**config.mk**
```make
export PLATFORM = sky130hd
export DESIGN_NAME = drive_aux_supervisor
export DESIGN_NICKNAME = d
export VERILOG_FILES = /design/src/hdl/aux_sup_pkg.sv /design/src/hdl/ms_tick.sv /design/src/hdl/drive_aux_supervisor.sv
export SDC_FILE = /design/constraint.sdc
export NUM_CORES = 2
export LEC_CHECK = 0
export BUFFER_PORTS_ARGS = -buffer_cell sky130_fd_sc_hd__buf_2
export CAP_MARGIN = 0
export CORE_MARGIN = 5
export CORE_UTILIZATION = 35
export DETAILED_ROUTE_END_ITERATION = 7
export GPL_ROUTABILITY_DRIVEN = 0
export HOLD_SLACK_MARGIN = 0.03
export MAX_ROUTING_LAYER = met4
export PLACE_DENSITY_LB_ADDON = 0.05
export SLEW_MARGIN = 20
export SYNTH_ARGS = -nofsm -noshare
export SYNTH_HDL_FRONTEND = slang
export SYNTH_SLANG_ARGS = --single-unit
```
**constraint.sdc**
```tcl
create_clock -name CORE_CLK -period 172 [get_ports CORE_CLK]
set_input_delay 34.4 -clock CORE_CLK [delete_from_list [all_inputs] [get_ports CORE_CLK]]
set_output_delay 34.4 -clock CORE_CLK [all_outputs]
set_load 0.005 [all_outputs]
```
**src/hdl/aux_sup_pkg.sv**
```systemverilog
package aux_sup_pkg;
  // ==========================================
  // Timing
  localparam int unsigned CLK_HZ = 50_000_000;
  localparam int unsigned BRAKE_MAX_SEC = 15;
  localparam int unsigned BRAKE_MAX_CYC = BRAKE_MAX_SEC * CLK_HZ;
  localparam int unsigned MS_CYC = CLK_HZ / 1000;
  // ==========================================
  // Settings
  localparam logic DUTY_LIMIT_RST = 1'h1;
  localparam logic [4:0] DUTY_RATE_RST = 5'h0A;
  localparam logic [4:0] DUTY_RATE_MAX = 5'h1E;
  localparam logic [6:0] PCT_FULL = 7'h64;
  localparam logic [4:0] FUNC_FAULT_OUT = 5'h11;
  localparam logic [4:0] FUNC_FAN_ALARM = 5'h12;
  localparam logic FAN_ACT_CONTINUE = 1'h0;
  localparam logic FAN_ACT_STOP = 1'h1;
  localparam int unsigned NUM_FANS = 2;

  // Sequence phase
  typedef enum logic [1:0] {
    PH_ACC = 2'h0,
    PH_DEC = 2'h1,
    PH_STOP = 2'h3
  } phase_e;

  // One motor parameter set
  typedef struct packed {
    logic [15:0] accel_time;
    logic [15:0] decel_time;
    logic [15:0] base_freq;
    logic [1:0] vf_pattern;
    logic [7:0] fwd_boost;
    logic [7:0] rev_boost;
    logic [7:0] stall_level;
    logic [7:0] eth_1min;
    logic [7:0] eth_cont;
    logic [7:0] rated_current;
  } motor_set_s;
endpackage

```
**src/hdl/ms_tick.sv**
```systemverilog
`timescale 1ns/1ns
`default_nettype none
module ms_tick (
  input wire logic clk,
  input wire logic nrst,
  output logic tick
);
  import aux_sup_pkg::*;
  logic [15:0] cnt_q;
  logic [15:0] cnt_d;

  // Millisecond divider
  always_comb begin
    cnt_d = (cnt_q == 16'(MS_CYC - 1)) ? 16'h0000 : cnt_q + 16'h0001;
  end
  // Divider register
  always_ff @(posedge clk or negedge nrst) begin
    if (!nrst) begin
      cnt_q <= 16'h0000;
    end else begin
      cnt_q <= cnt_d;
    end
  end
  // One-cycle pulse at the end of each millisecond
  assign tick = (cnt_q == 16'(MS_CYC - 1));
endmodule
`default_nettype wire

```
**src/hdl/drive_aux_supervisor.sv**
```systemverilog
`timescale 1ns/1ns
`default_nettype none
module drive_aux_supervisor #(
  parameter int unsigned BRAKE_LIMIT_CYC = aux_sup_pkg::BRAKE_MAX_CYC
) (
  input wire logic CORE_CLK,
  input wire logic NRST,
  input wire logic BRAKING_DUTY_LIMIT_SELECT,
  input wire logic [4:0] BRAKING_DUTY_RATE,
  input wire logic BRAKE_REQ,
  input wire aux_sup_pkg::phase_e PHASE,
  input wire logic SEQ_START,
  input wire logic FAN_MODE,
  input wire logic POWER_ON,
  input wire logic MAIN_UNDERVOLT,
  input wire logic RUN_CMD,
  input wire logic HEATSINK_HOT,
  input wire logic [aux_sup_pkg::NUM_FANS-1:0] FAN_OK,
  input wire logic FAN_FAULT_ACTION,
  input wire logic FAULT_RESET,
  input wire logic [4:0] AUX_OUTPUT_FUNCTION_A,
  input wire logic [4:0] AUX_OUTPUT_FUNCTION_B,
  input wire logic ALT_ASSIGNED,
  input wire logic ALT_INPUT_ON,
  input wire aux_sup_pkg::motor_set_s SET1,
  input wire aux_sup_pkg::motor_set_s SET2,
  input wire logic [1:0] VF_CURVE_SELECT,
  output logic BRAKE_ON,
  output logic [6:0] BRAKING_DUTY_PERCENT,
  output logic FAN_ON,
  output logic FAN_FAULT,
  output logic FAN_TRIP,
  output logic FAN_MSG,
  output logic RUN_ENABLE,
  output logic AUX_OUT_A,
  output logic AUX_OUT_B,
  output logic ALT_VISIBLE,
  output logic ALT_ACTIVE,
  output aux_sup_pkg::motor_set_s ACTIVE_SET,
  output logic [1:0] ACTIVE_VF_CURVE
);
  import aux_sup_pkg::*;

  typedef struct packed {
    logic [31:0] t_acc;
    logic [31:0] t_dec;
    logic [31:0] t_stop;
    logic [6:0] duty;
    logic [31:0] brake_cnt;
    logic brake;
    logic fan;
    logic fan_fault;
    logic trip;
    logic alt;
    motor_set_s set;
  } state_s;

  state_s s_q;
  state_s s_d;
  logic tick;
  logic [4:0] rate_eff;
  logic [38:0] num;
  logic [31:0] den;
  logic limit_hit;
  logic fault_now;

  // Time base for sequence phase timing
  ms_tick u_tick (
    .clk(CORE_CLK),
    .nrst(NRST),
    .tick(tick)
  );

  // Duty rate clamped to its legal span
  assign rate_eff = (BRAKING_DUTY_RATE > DUTY_RATE_MAX) ? DUTY_RATE_MAX : BRAKING_DUTY_RATE;
  assign num = {s_q.t_dec, 7'h00} - {2'h0, s_q.t_dec, 5'h00} + {5'h00, s_q.t_dec, 2'h0};
  assign den = s_q.t_acc + s_q.t_dec + s_q.t_stop;
  assign limit_hit = BRAKING_DUTY_LIMIT_SELECT && (s_q.duty >= {2'h0, rate_eff});
  assign fault_now = ~&FAN_OK;

  // Next state
  always_comb begin
    s_d = s_q;
    // Phase time accumulation, cleared at each new sequence
    if (SEQ_START) begin
      s_d.t_acc = 32'h0;
      s_d.t_dec = 32'h0;
      s_d.t_stop = 32'h0;
    end else if (tick) begin
      case (PHASE)
        PH_ACC: s_d.t_acc = s_q.t_acc + 32'h1;
        PH_DEC: s_d.t_dec = s_q.t_dec + 32'h1;
        PH_STOP: s_d.t_stop = s_q.t_stop + 32'h1;
        default: s_d.t_acc = s_q.t_acc;
      endcase
    end
    // Duty percent by integer division
    if (den == 32'h0) begin
      s_d.duty = 7'h00;
    end else if (num / {7'h00, den} > 39'(PCT_FULL)) begin
      s_d.duty = PCT_FULL;
    end else begin
      s_d.duty = 7'(num / {7'h00, den});
    end
    // Continuous braking window
    if (BRAKE_REQ) begin
      if (s_q.brake_cnt < BRAKE_LIMIT_CYC) begin
        s_d.brake_cnt = s_q.brake_cnt + 32'h1;
      end
    end else begin
      s_d.brake_cnt = 32'h0;
    end
    s_d.brake = BRAKE_REQ && !limit_hit && (s_q.brake_cnt < BRAKE_LIMIT_CYC);
    // Fan drive
    if (!POWER_ON) begin
      s_d.fan = 1'b0;
    end else if (FAN_MODE == 1'b0) begin
      s_d.fan = !MAIN_UNDERVOLT;
    end else begin
      s_d.fan = RUN_CMD || HEATSINK_HOT;
    end
    // Fan fault: a new loss wins over the reset
    s_d.fan_fault = fault_now || (s_q.fan_fault && !FAULT_RESET);
    if (fault_now && FAN_FAULT_ACTION == FAN_ACT_STOP) begin
      s_d.trip = 1'b1;
    end else if (FAULT_RESET) begin
      s_d.trip = 1'b0;
    end
    // Motor set selection
    s_d.alt = ALT_ASSIGNED && ALT_INPUT_ON;
    s_d.set = s_d.alt ? SET2 : SET1;
  end

  // State register
  always_ff @(posedge CORE_CLK or negedge NRST) begin
    if (!NRST) begin
      s_q <= '0;
    end else begin
      s_q <= s_d;
    end
  end

  // Outputs
  assign BRAKE_ON = s_q.brake;
  assign BRAKING_DUTY_PERCENT = s_q.duty;
  assign FAN_ON = s_q.fan;
  assign FAN_FAULT = s_q.fan_fault;
  assign FAN_TRIP = s_q.trip;
  assign FAN_MSG = s_q.trip;
  assign RUN_ENABLE = !s_q.trip;
  assign AUX_OUT_A = (AUX_OUTPUT_FUNCTION_A == FUNC_FAN_ALARM && s_q.fan_fault)
    || (AUX_OUTPUT_FUNCTION_A == FUNC_FAULT_OUT && s_q.trip);
  assign AUX_OUT_B = (AUX_OUTPUT_FUNCTION_B == FUNC_FAN_ALARM && s_q.fan_fault)
    || (AUX_OUTPUT_FUNCTION_B == FUNC_FAULT_OUT && s_q.trip);
  assign ALT_VISIBLE = ALT_ASSIGNED;
  assign ALT_ACTIVE = s_q.alt;
  assign ACTIVE_SET = s_q.set;
  assign ACTIVE_VF_CURVE = VF_CURVE_SELECT;

  // ==========================================
  // Checks
  a_brake_window: assert property (@(posedge CORE_CLK) disable iff (!NRST)
    s_q.brake_cnt >= BRAKE_LIMIT_CYC |=> !BRAKE_ON)
    else $error("braking beyond continuous limit");
  a_duty_suppress: assert property (@(posedge CORE_CLK) disable iff (!NRST)
    limit_hit |=> !BRAKE_ON)
    else $error("braking while duty limit reached");
  a_nolimit_brake: assert property (@(posedge CORE_CLK) disable iff (!NRST)
    !BRAKING_DUTY_LIMIT_SELECT && BRAKE_REQ && s_q.brake_cnt == 32'h0 |=> BRAKE_ON)
    else $error("braking blocked without limit");
  a_fan_mode0: assert property (@(posedge CORE_CLK) disable iff (!NRST)
    POWER_ON && !FAN_MODE && !MAIN_UNDERVOLT |=> FAN_ON)
    else $error("fan off in mode 0");
  a_fan_mode1: assert property (@(posedge CORE_CLK) disable iff (!NRST)
    POWER_ON && FAN_MODE && !RUN_CMD && !HEATSINK_HOT |=> !FAN_ON)
    else $error("fan on without run");
  a_fan_hot: assert property (@(posedge CORE_CLK) disable iff (!NRST)
    POWER_ON && FAN_MODE && HEATSINK_HOT |=> FAN_ON)
    else $error("fan off while hot");
  a_fan_detect: assert property (@(posedge CORE_CLK) disable iff (!NRST)
    fault_now |=> FAN_FAULT)
    else $error("fan loss missed");
  a_fan_continue: assert property (@(posedge CORE_CLK) disable iff (!NRST)
    fault_now && !FAN_FAULT_ACTION && !FAN_TRIP |=> RUN_ENABLE)
    else $error("stopped under continue action");
  a_fan_trip: assert property (@(posedge CORE_CLK) disable iff (!NRST)
    fault_now && FAN_FAULT_ACTION |=> !RUN_ENABLE && FAN_MSG)
    else $error("no stop on fan trip");
  a_alarm_out: assert property (@(posedge CORE_CLK) disable iff (!NRST)
    FAN_FAULT && AUX_OUTPUT_FUNCTION_A == FUNC_FAN_ALARM |-> AUX_OUT_A)
    else $error("alarm output missing");
  a_trip_out: assert property (@(posedge CORE_CLK) disable iff (!NRST)
    FAN_TRIP && AUX_OUTPUT_FUNCTION_B == FUNC_FAULT_OUT |-> AUX_OUT_B)
    else $error("fault output missing");
  a_alt_select: assert property (@(posedge CORE_CLK) disable iff (!NRST)
    !(ALT_ASSIGNED && ALT_INPUT_ON) |=> ACTIVE_SET == $past(SET1))
    else $error("second set without select");
  a_alt_apply: assert property (@(posedge CORE_CLK) disable iff (!NRST)
    ALT_ASSIGNED && ALT_INPUT_ON |=> ALT_ACTIVE && ACTIVE_SET == $past(SET2))
    else $error("second set not applied");
  a_rate_clamp: assert property (@(posedge CORE_CLK) disable iff (!NRST)
    BRAKING_DUTY_RATE > DUTY_RATE_MAX |-> rate_eff == DUTY_RATE_MAX)
    else $error("duty rate not clamped");
  a_duty_full: assert property (@(posedge CORE_CLK) disable iff (!NRST)
    s_q.t_dec != 32'h0 && s_q.t_acc == 32'h0 && s_q.t_stop == 32'h0
    |=> BRAKING_DUTY_PERCENT == PCT_FULL)
    else $error("duty not full for decel only");
  a_duty_zero: assert property (@(posedge CORE_CLK) disable iff (!NRST)
    s_q.t_dec == 32'h0 |=> BRAKING_DUTY_PERCENT == 7'h00)
    else $error("duty without decel time");
  a_duty_range: assert property (@(posedge CORE_CLK) disable iff (!NRST)
    BRAKING_DUTY_PERCENT <= PCT_FULL)
    else $error("duty above full scale");
  a_alt_hidden: assert property (@(posedge CORE_CLK) disable iff (!NRST)
    !ALT_ASSIGNED |=> !ALT_ACTIVE && ACTIVE_SET == $past(SET1))
    else $error("second set used while unassigned");
  a_alarm_out_b: assert property (@(posedge CORE_CLK) disable iff (!NRST)
    FAN_FAULT && AUX_OUTPUT_FUNCTION_B == FUNC_FAN_ALARM |-> AUX_OUT_B)
    else $error("alarm output b missing");
  a_trip_out_a: assert property (@(posedge CORE_CLK) disable iff (!NRST)
    FAN_TRIP && AUX_OUTPUT_FUNCTION_A == FUNC_FAULT_OUT |-> AUX_OUT_A)
    else $error("fault output a missing");
  a_fan_poweroff: assert property (@(posedge CORE_CLK) disable iff (!NRST)
    !POWER_ON |=> !FAN_ON)
    else $error("fan on at power off");
  a_fault_hold: assert property (@(posedge CORE_CLK) disable iff (!NRST)
    FAN_FAULT && !FAULT_RESET |=> FAN_FAULT)
    else $error("fan fault dropped without reset");
  a_trip_hold: assert property (@(posedge CORE_CLK) disable iff (!NRST)
    FAN_TRIP && !FAULT_RESET |=> FAN_TRIP)
    else $error("fan trip dropped without reset");
endmodule
`default_nettype wire

```
==> results.sh <==
export IMPL_synth_area_top_cells="ha_1 14%, dfrtp_1 8.7%, xnor2_1 8.2%"
export IMPL_num_vias=74100
export IMPL_worst_setup_path_start_kind="flip-flop"
export IMPL_syn_area_per_cell_sq_um=7.38
export IMPL_synth_seq_cells=254
export IMPL_ys_flop_type="dfrtp_1"
export IMPL_fin_nets=11100
export IMPL_finalHoldViolCount=0
export IMPL_ys_warn_count=0
export IMPL_ant_nets=0
export IMPL_grt_pass1_wl_um=435000
export IMPL_cts_setup_buffers=0
export IMPL_fin_tns_setup_ns=0
export IMPL_cts_made_buffers=29
export IMPL_syn_to_final_growth_pct=7.06
export IMPL_skew_ns=0.0139
export IMPL_rr_endpoint="BRAKING_DUTY_PERCENT[0]"
export IMPL_clk_latency_ns=0.58
export IMPL_synth_top_cell_by_area="ha_1"
export IMPL_holdPathStages=1
export IMPL_grt_pass1_vias=71500
export IMPL_dieArea_sq_mm=0.217
export IMPL_drive_gt1_share_pct=12.8
export IMPL_yosys_cell_count_top_type="nor2_1"
export IMPL_synth_async_reset_ratio_pct=100
export IMPL_setup_viol=0
export IMPL_crit_type="reg -> reg"
export IMPL_clock_sinks=254
export IMPL_fin_crit_ns=157.13
export IMPL_worst_setup_path_end_kind="flip-flop"
export IMPL_required_ns=172.45
export IMPL_critPathMostFrequentCell="a21o_1"
export IMPL_whs_ns=0.482
export IMPL_period_share_pct=91.4
export IMPL_drtPass1Iterations=6
export IMPL_rsz0062_at_grt="no"
export IMPL_port_buffers=343
export IMPL_min_from="u_tick.cnt_q[0]"
export IMPL_synth_top_area_share_pct=14.4
export IMPL_synthesis_area_sq_mm=0.0727
export IMPL_synthTopCellsByCount="1115 x nor2_1, 1102 x a21oi_1, 835 x ha_1, 685 x xnor2_1, 590 x nand2_1"
export IMPL_reg2reg_depth=801
export IMPL_synth_cells=9851
export IMPL_io_pins=348
export IMPL_relSlewSlack_pct=29.0
export IMPL_tightestPinTransition_ns=1.06
export IMPL_wl_per_cell_um=22.7
export IMPL_fill_cells=22100
export IMPL_cts_root_buffer_cell="clkbuf_16"
export IMPL_worst_path_largest_cell_delay_ns=0.68
export IMPL_core_area_sq_mm=0.207
export IMPL_r2r_start="s_q[179]"
export IMPL_grt_remaining_overflow=0
export IMPL_drt_iter0_markers=5294
export IMPL_fmax_ghz=0.00636
export IMPL_cts_htree_levels=1
export IMPL_outcome="finished, final reports clean"
export IMPL_initial_core_util_pct=35.2
export IMPL_drc=0
export IMPL_chipHeight_um=466
export IMPL_vias_per_cell=5.81
export IMPL_yosysUniqueCellTypes=178
export IMPL_dp_hpwl_um=238000
export IMPL_yosysSeqAreaShare_pct=8.74
export IMPL_cap_violations=0
export IMPL_antenna_found_initial=20
export IMPL_path_max_fanout=65
export IMPL_grt_max_degree=98
export IMPL_synth_edff_count=0
export IMPL_die_w_um=466
export IMPL_track_usage_pct=26.0
export IMPL_wl_um=289000
export IMPL_drv_slew=0
export IMPL_synth_nets=11000
export IMPL_row_count=167
export IMPL_clockBufferDepth=3
export IMPL_critPathArrivalTime_ns=157.58
export IMPL_path_clk_slew_ns=0.06
export IMPL_holdPathEnd="u_tick.cnt_q[0]"
export IMPL_ff2ff_setup_slack_ns=14.87
export IMPL_cts_tree="done"
export IMPL_cpMaxStageDelayCell="or3_4"
export IMPL_hp_class="reg -> reg"
==> cells by family (layout without fill, tap and decap cells) <==
group | Yosys count | count (layout) | synth area share (%)
flops | 254 | 254 | 8.74
mux | 284 | 284 | 4.34
compound gates | 3176 | 3177 | 28.6
simple gates | 3460 | 3462 | 24.7
buf+inv | 808 | 981 | 5.70
xor+xnor | 971 | 971 | 11.9
fa+ha+maj | 898 | 898 | 16.1
other cells | 0 | 13 | 0
==> placed cells by master, fill, tap and decap left out, drive strengths merged, types with 48 or more instances in the layout <==
cell type,Yosys,final
nor2,1133,1134
a21oi,1128,1129
ha,835,835
xnor2,695,695
nand2,603,603
o21ai,559,559
a21o,512,512
buf,210,506
inv,422,424
xor2,275,275
nand3,271,271
dfrtp,254,254
nor3,224,225
mux2,221,221
o21a,200,200
nand2b,177,177
nand4,177,177
o21bai,170,170
and2,149,149
nor4,122,122
nor2b,116,116
or3,98,98
and3,94,94
or2,85,85
a31oi,72,72
mux2i,63,63
o211ai,61,61
fa,60,60
a211oi,53,53
or4,48,48
==> metrics by stage <==
stage	setup WS [ns]	cells	utilization [%]	cell area [sq um]
detailed placement	14.53	12700	37.1	76800
CTS	13.71	12700	37.6	77800
global placement	15.96	12700	37.1	76800
floorplan	28.40	9851	-	72700
finish	14.87	12700	37.6	77900
global route	0.278	12700	37.6	77900
==> registers in the layout (all words and copies together), names as in the netlist <==
register	cells
FAN_FAULT	1
FAN_ON	1
s_q	128
u_tick.cnt_q	16
FAN_MSG	1
ALT_ACTIVE	1
BRAKING_DUTY_PERCENT	7
BRAKE_ON	1
ACTIVE_SET	98
==> timing repair <==
| action | in CTS | in global routing |
|---|---|---|
| resized for setup | 0 | 5 |
| setup endpoints to repair | 0 | 3 |
| hold buffers | 0 | 0 |
==> final cells by class <==
cell class	count	area [sq um]	area share [%]
diodes	13	32.5	0.0418
clock buffers	41	821	1.05
clock inverters	11	134	0.172
inverters	423	1590	2.04
multi-input cells	8792	62600	80.4
flip-flops and latches	254	6360	8.16
well taps	2704	3380	4.34
repair buffers	506	2950	3.79
==> worst max-delay path, delay by kind of cell (launching register included) <==
family / cells / cell delay, ns
buffers and inverters: 49 / 9.68
adder cells (fa/ha/maj): 41 / 14.03
AND/OR/NAND/NOR: 232 / 41.96
multiplexers: 5 / 1.86
flip-flops: 1 / 0.60
AO/OA/AOI/OAI: 557 / 103.48
XOR/XNOR: 14 / 3.19
==> how the worst max path moves through the flow <==
stage | from | to | depth (start not counted)
5_1_grt | s_q[184] | BRAKING_DUTY_PERCENT[0] | 895
4_1_cts | s_q[179] | BRAKING_DUTY_PERCENT[0] | 898
6_report | s_q[179] | BRAKING_DUTY_PERCENT[0] | 898
3_3_place_gp | s_q[184] | BRAKING_DUTY_PERCENT[0] | 1168
3_5_place_dp | s_q[179] | BRAKING_DUTY_PERCENT[0] | 928
2_1_floorplan | s_q[179] | BRAKING_DUTY_PERCENT[0] | 1172
==> metal layers <==
| layer | part of all wire [%] | global-route usage, % | vias to the layer above |
|---|---|---|---|
| li1 | - | - | 36300 |
| met1 | 45 | 33.1 | 35500 |
| met5 | 0 | - | - |
| met3 | 4.4 | 1.89 | 348 |
| met4 | 2.9 | 6.19 | 0 |
| met2 | 48 | 44.9 | 1872 |
Power is left out: the tool's default activity adds up to more than one toggle a clock period on the data nets, which glitch-free logic cannot reach.
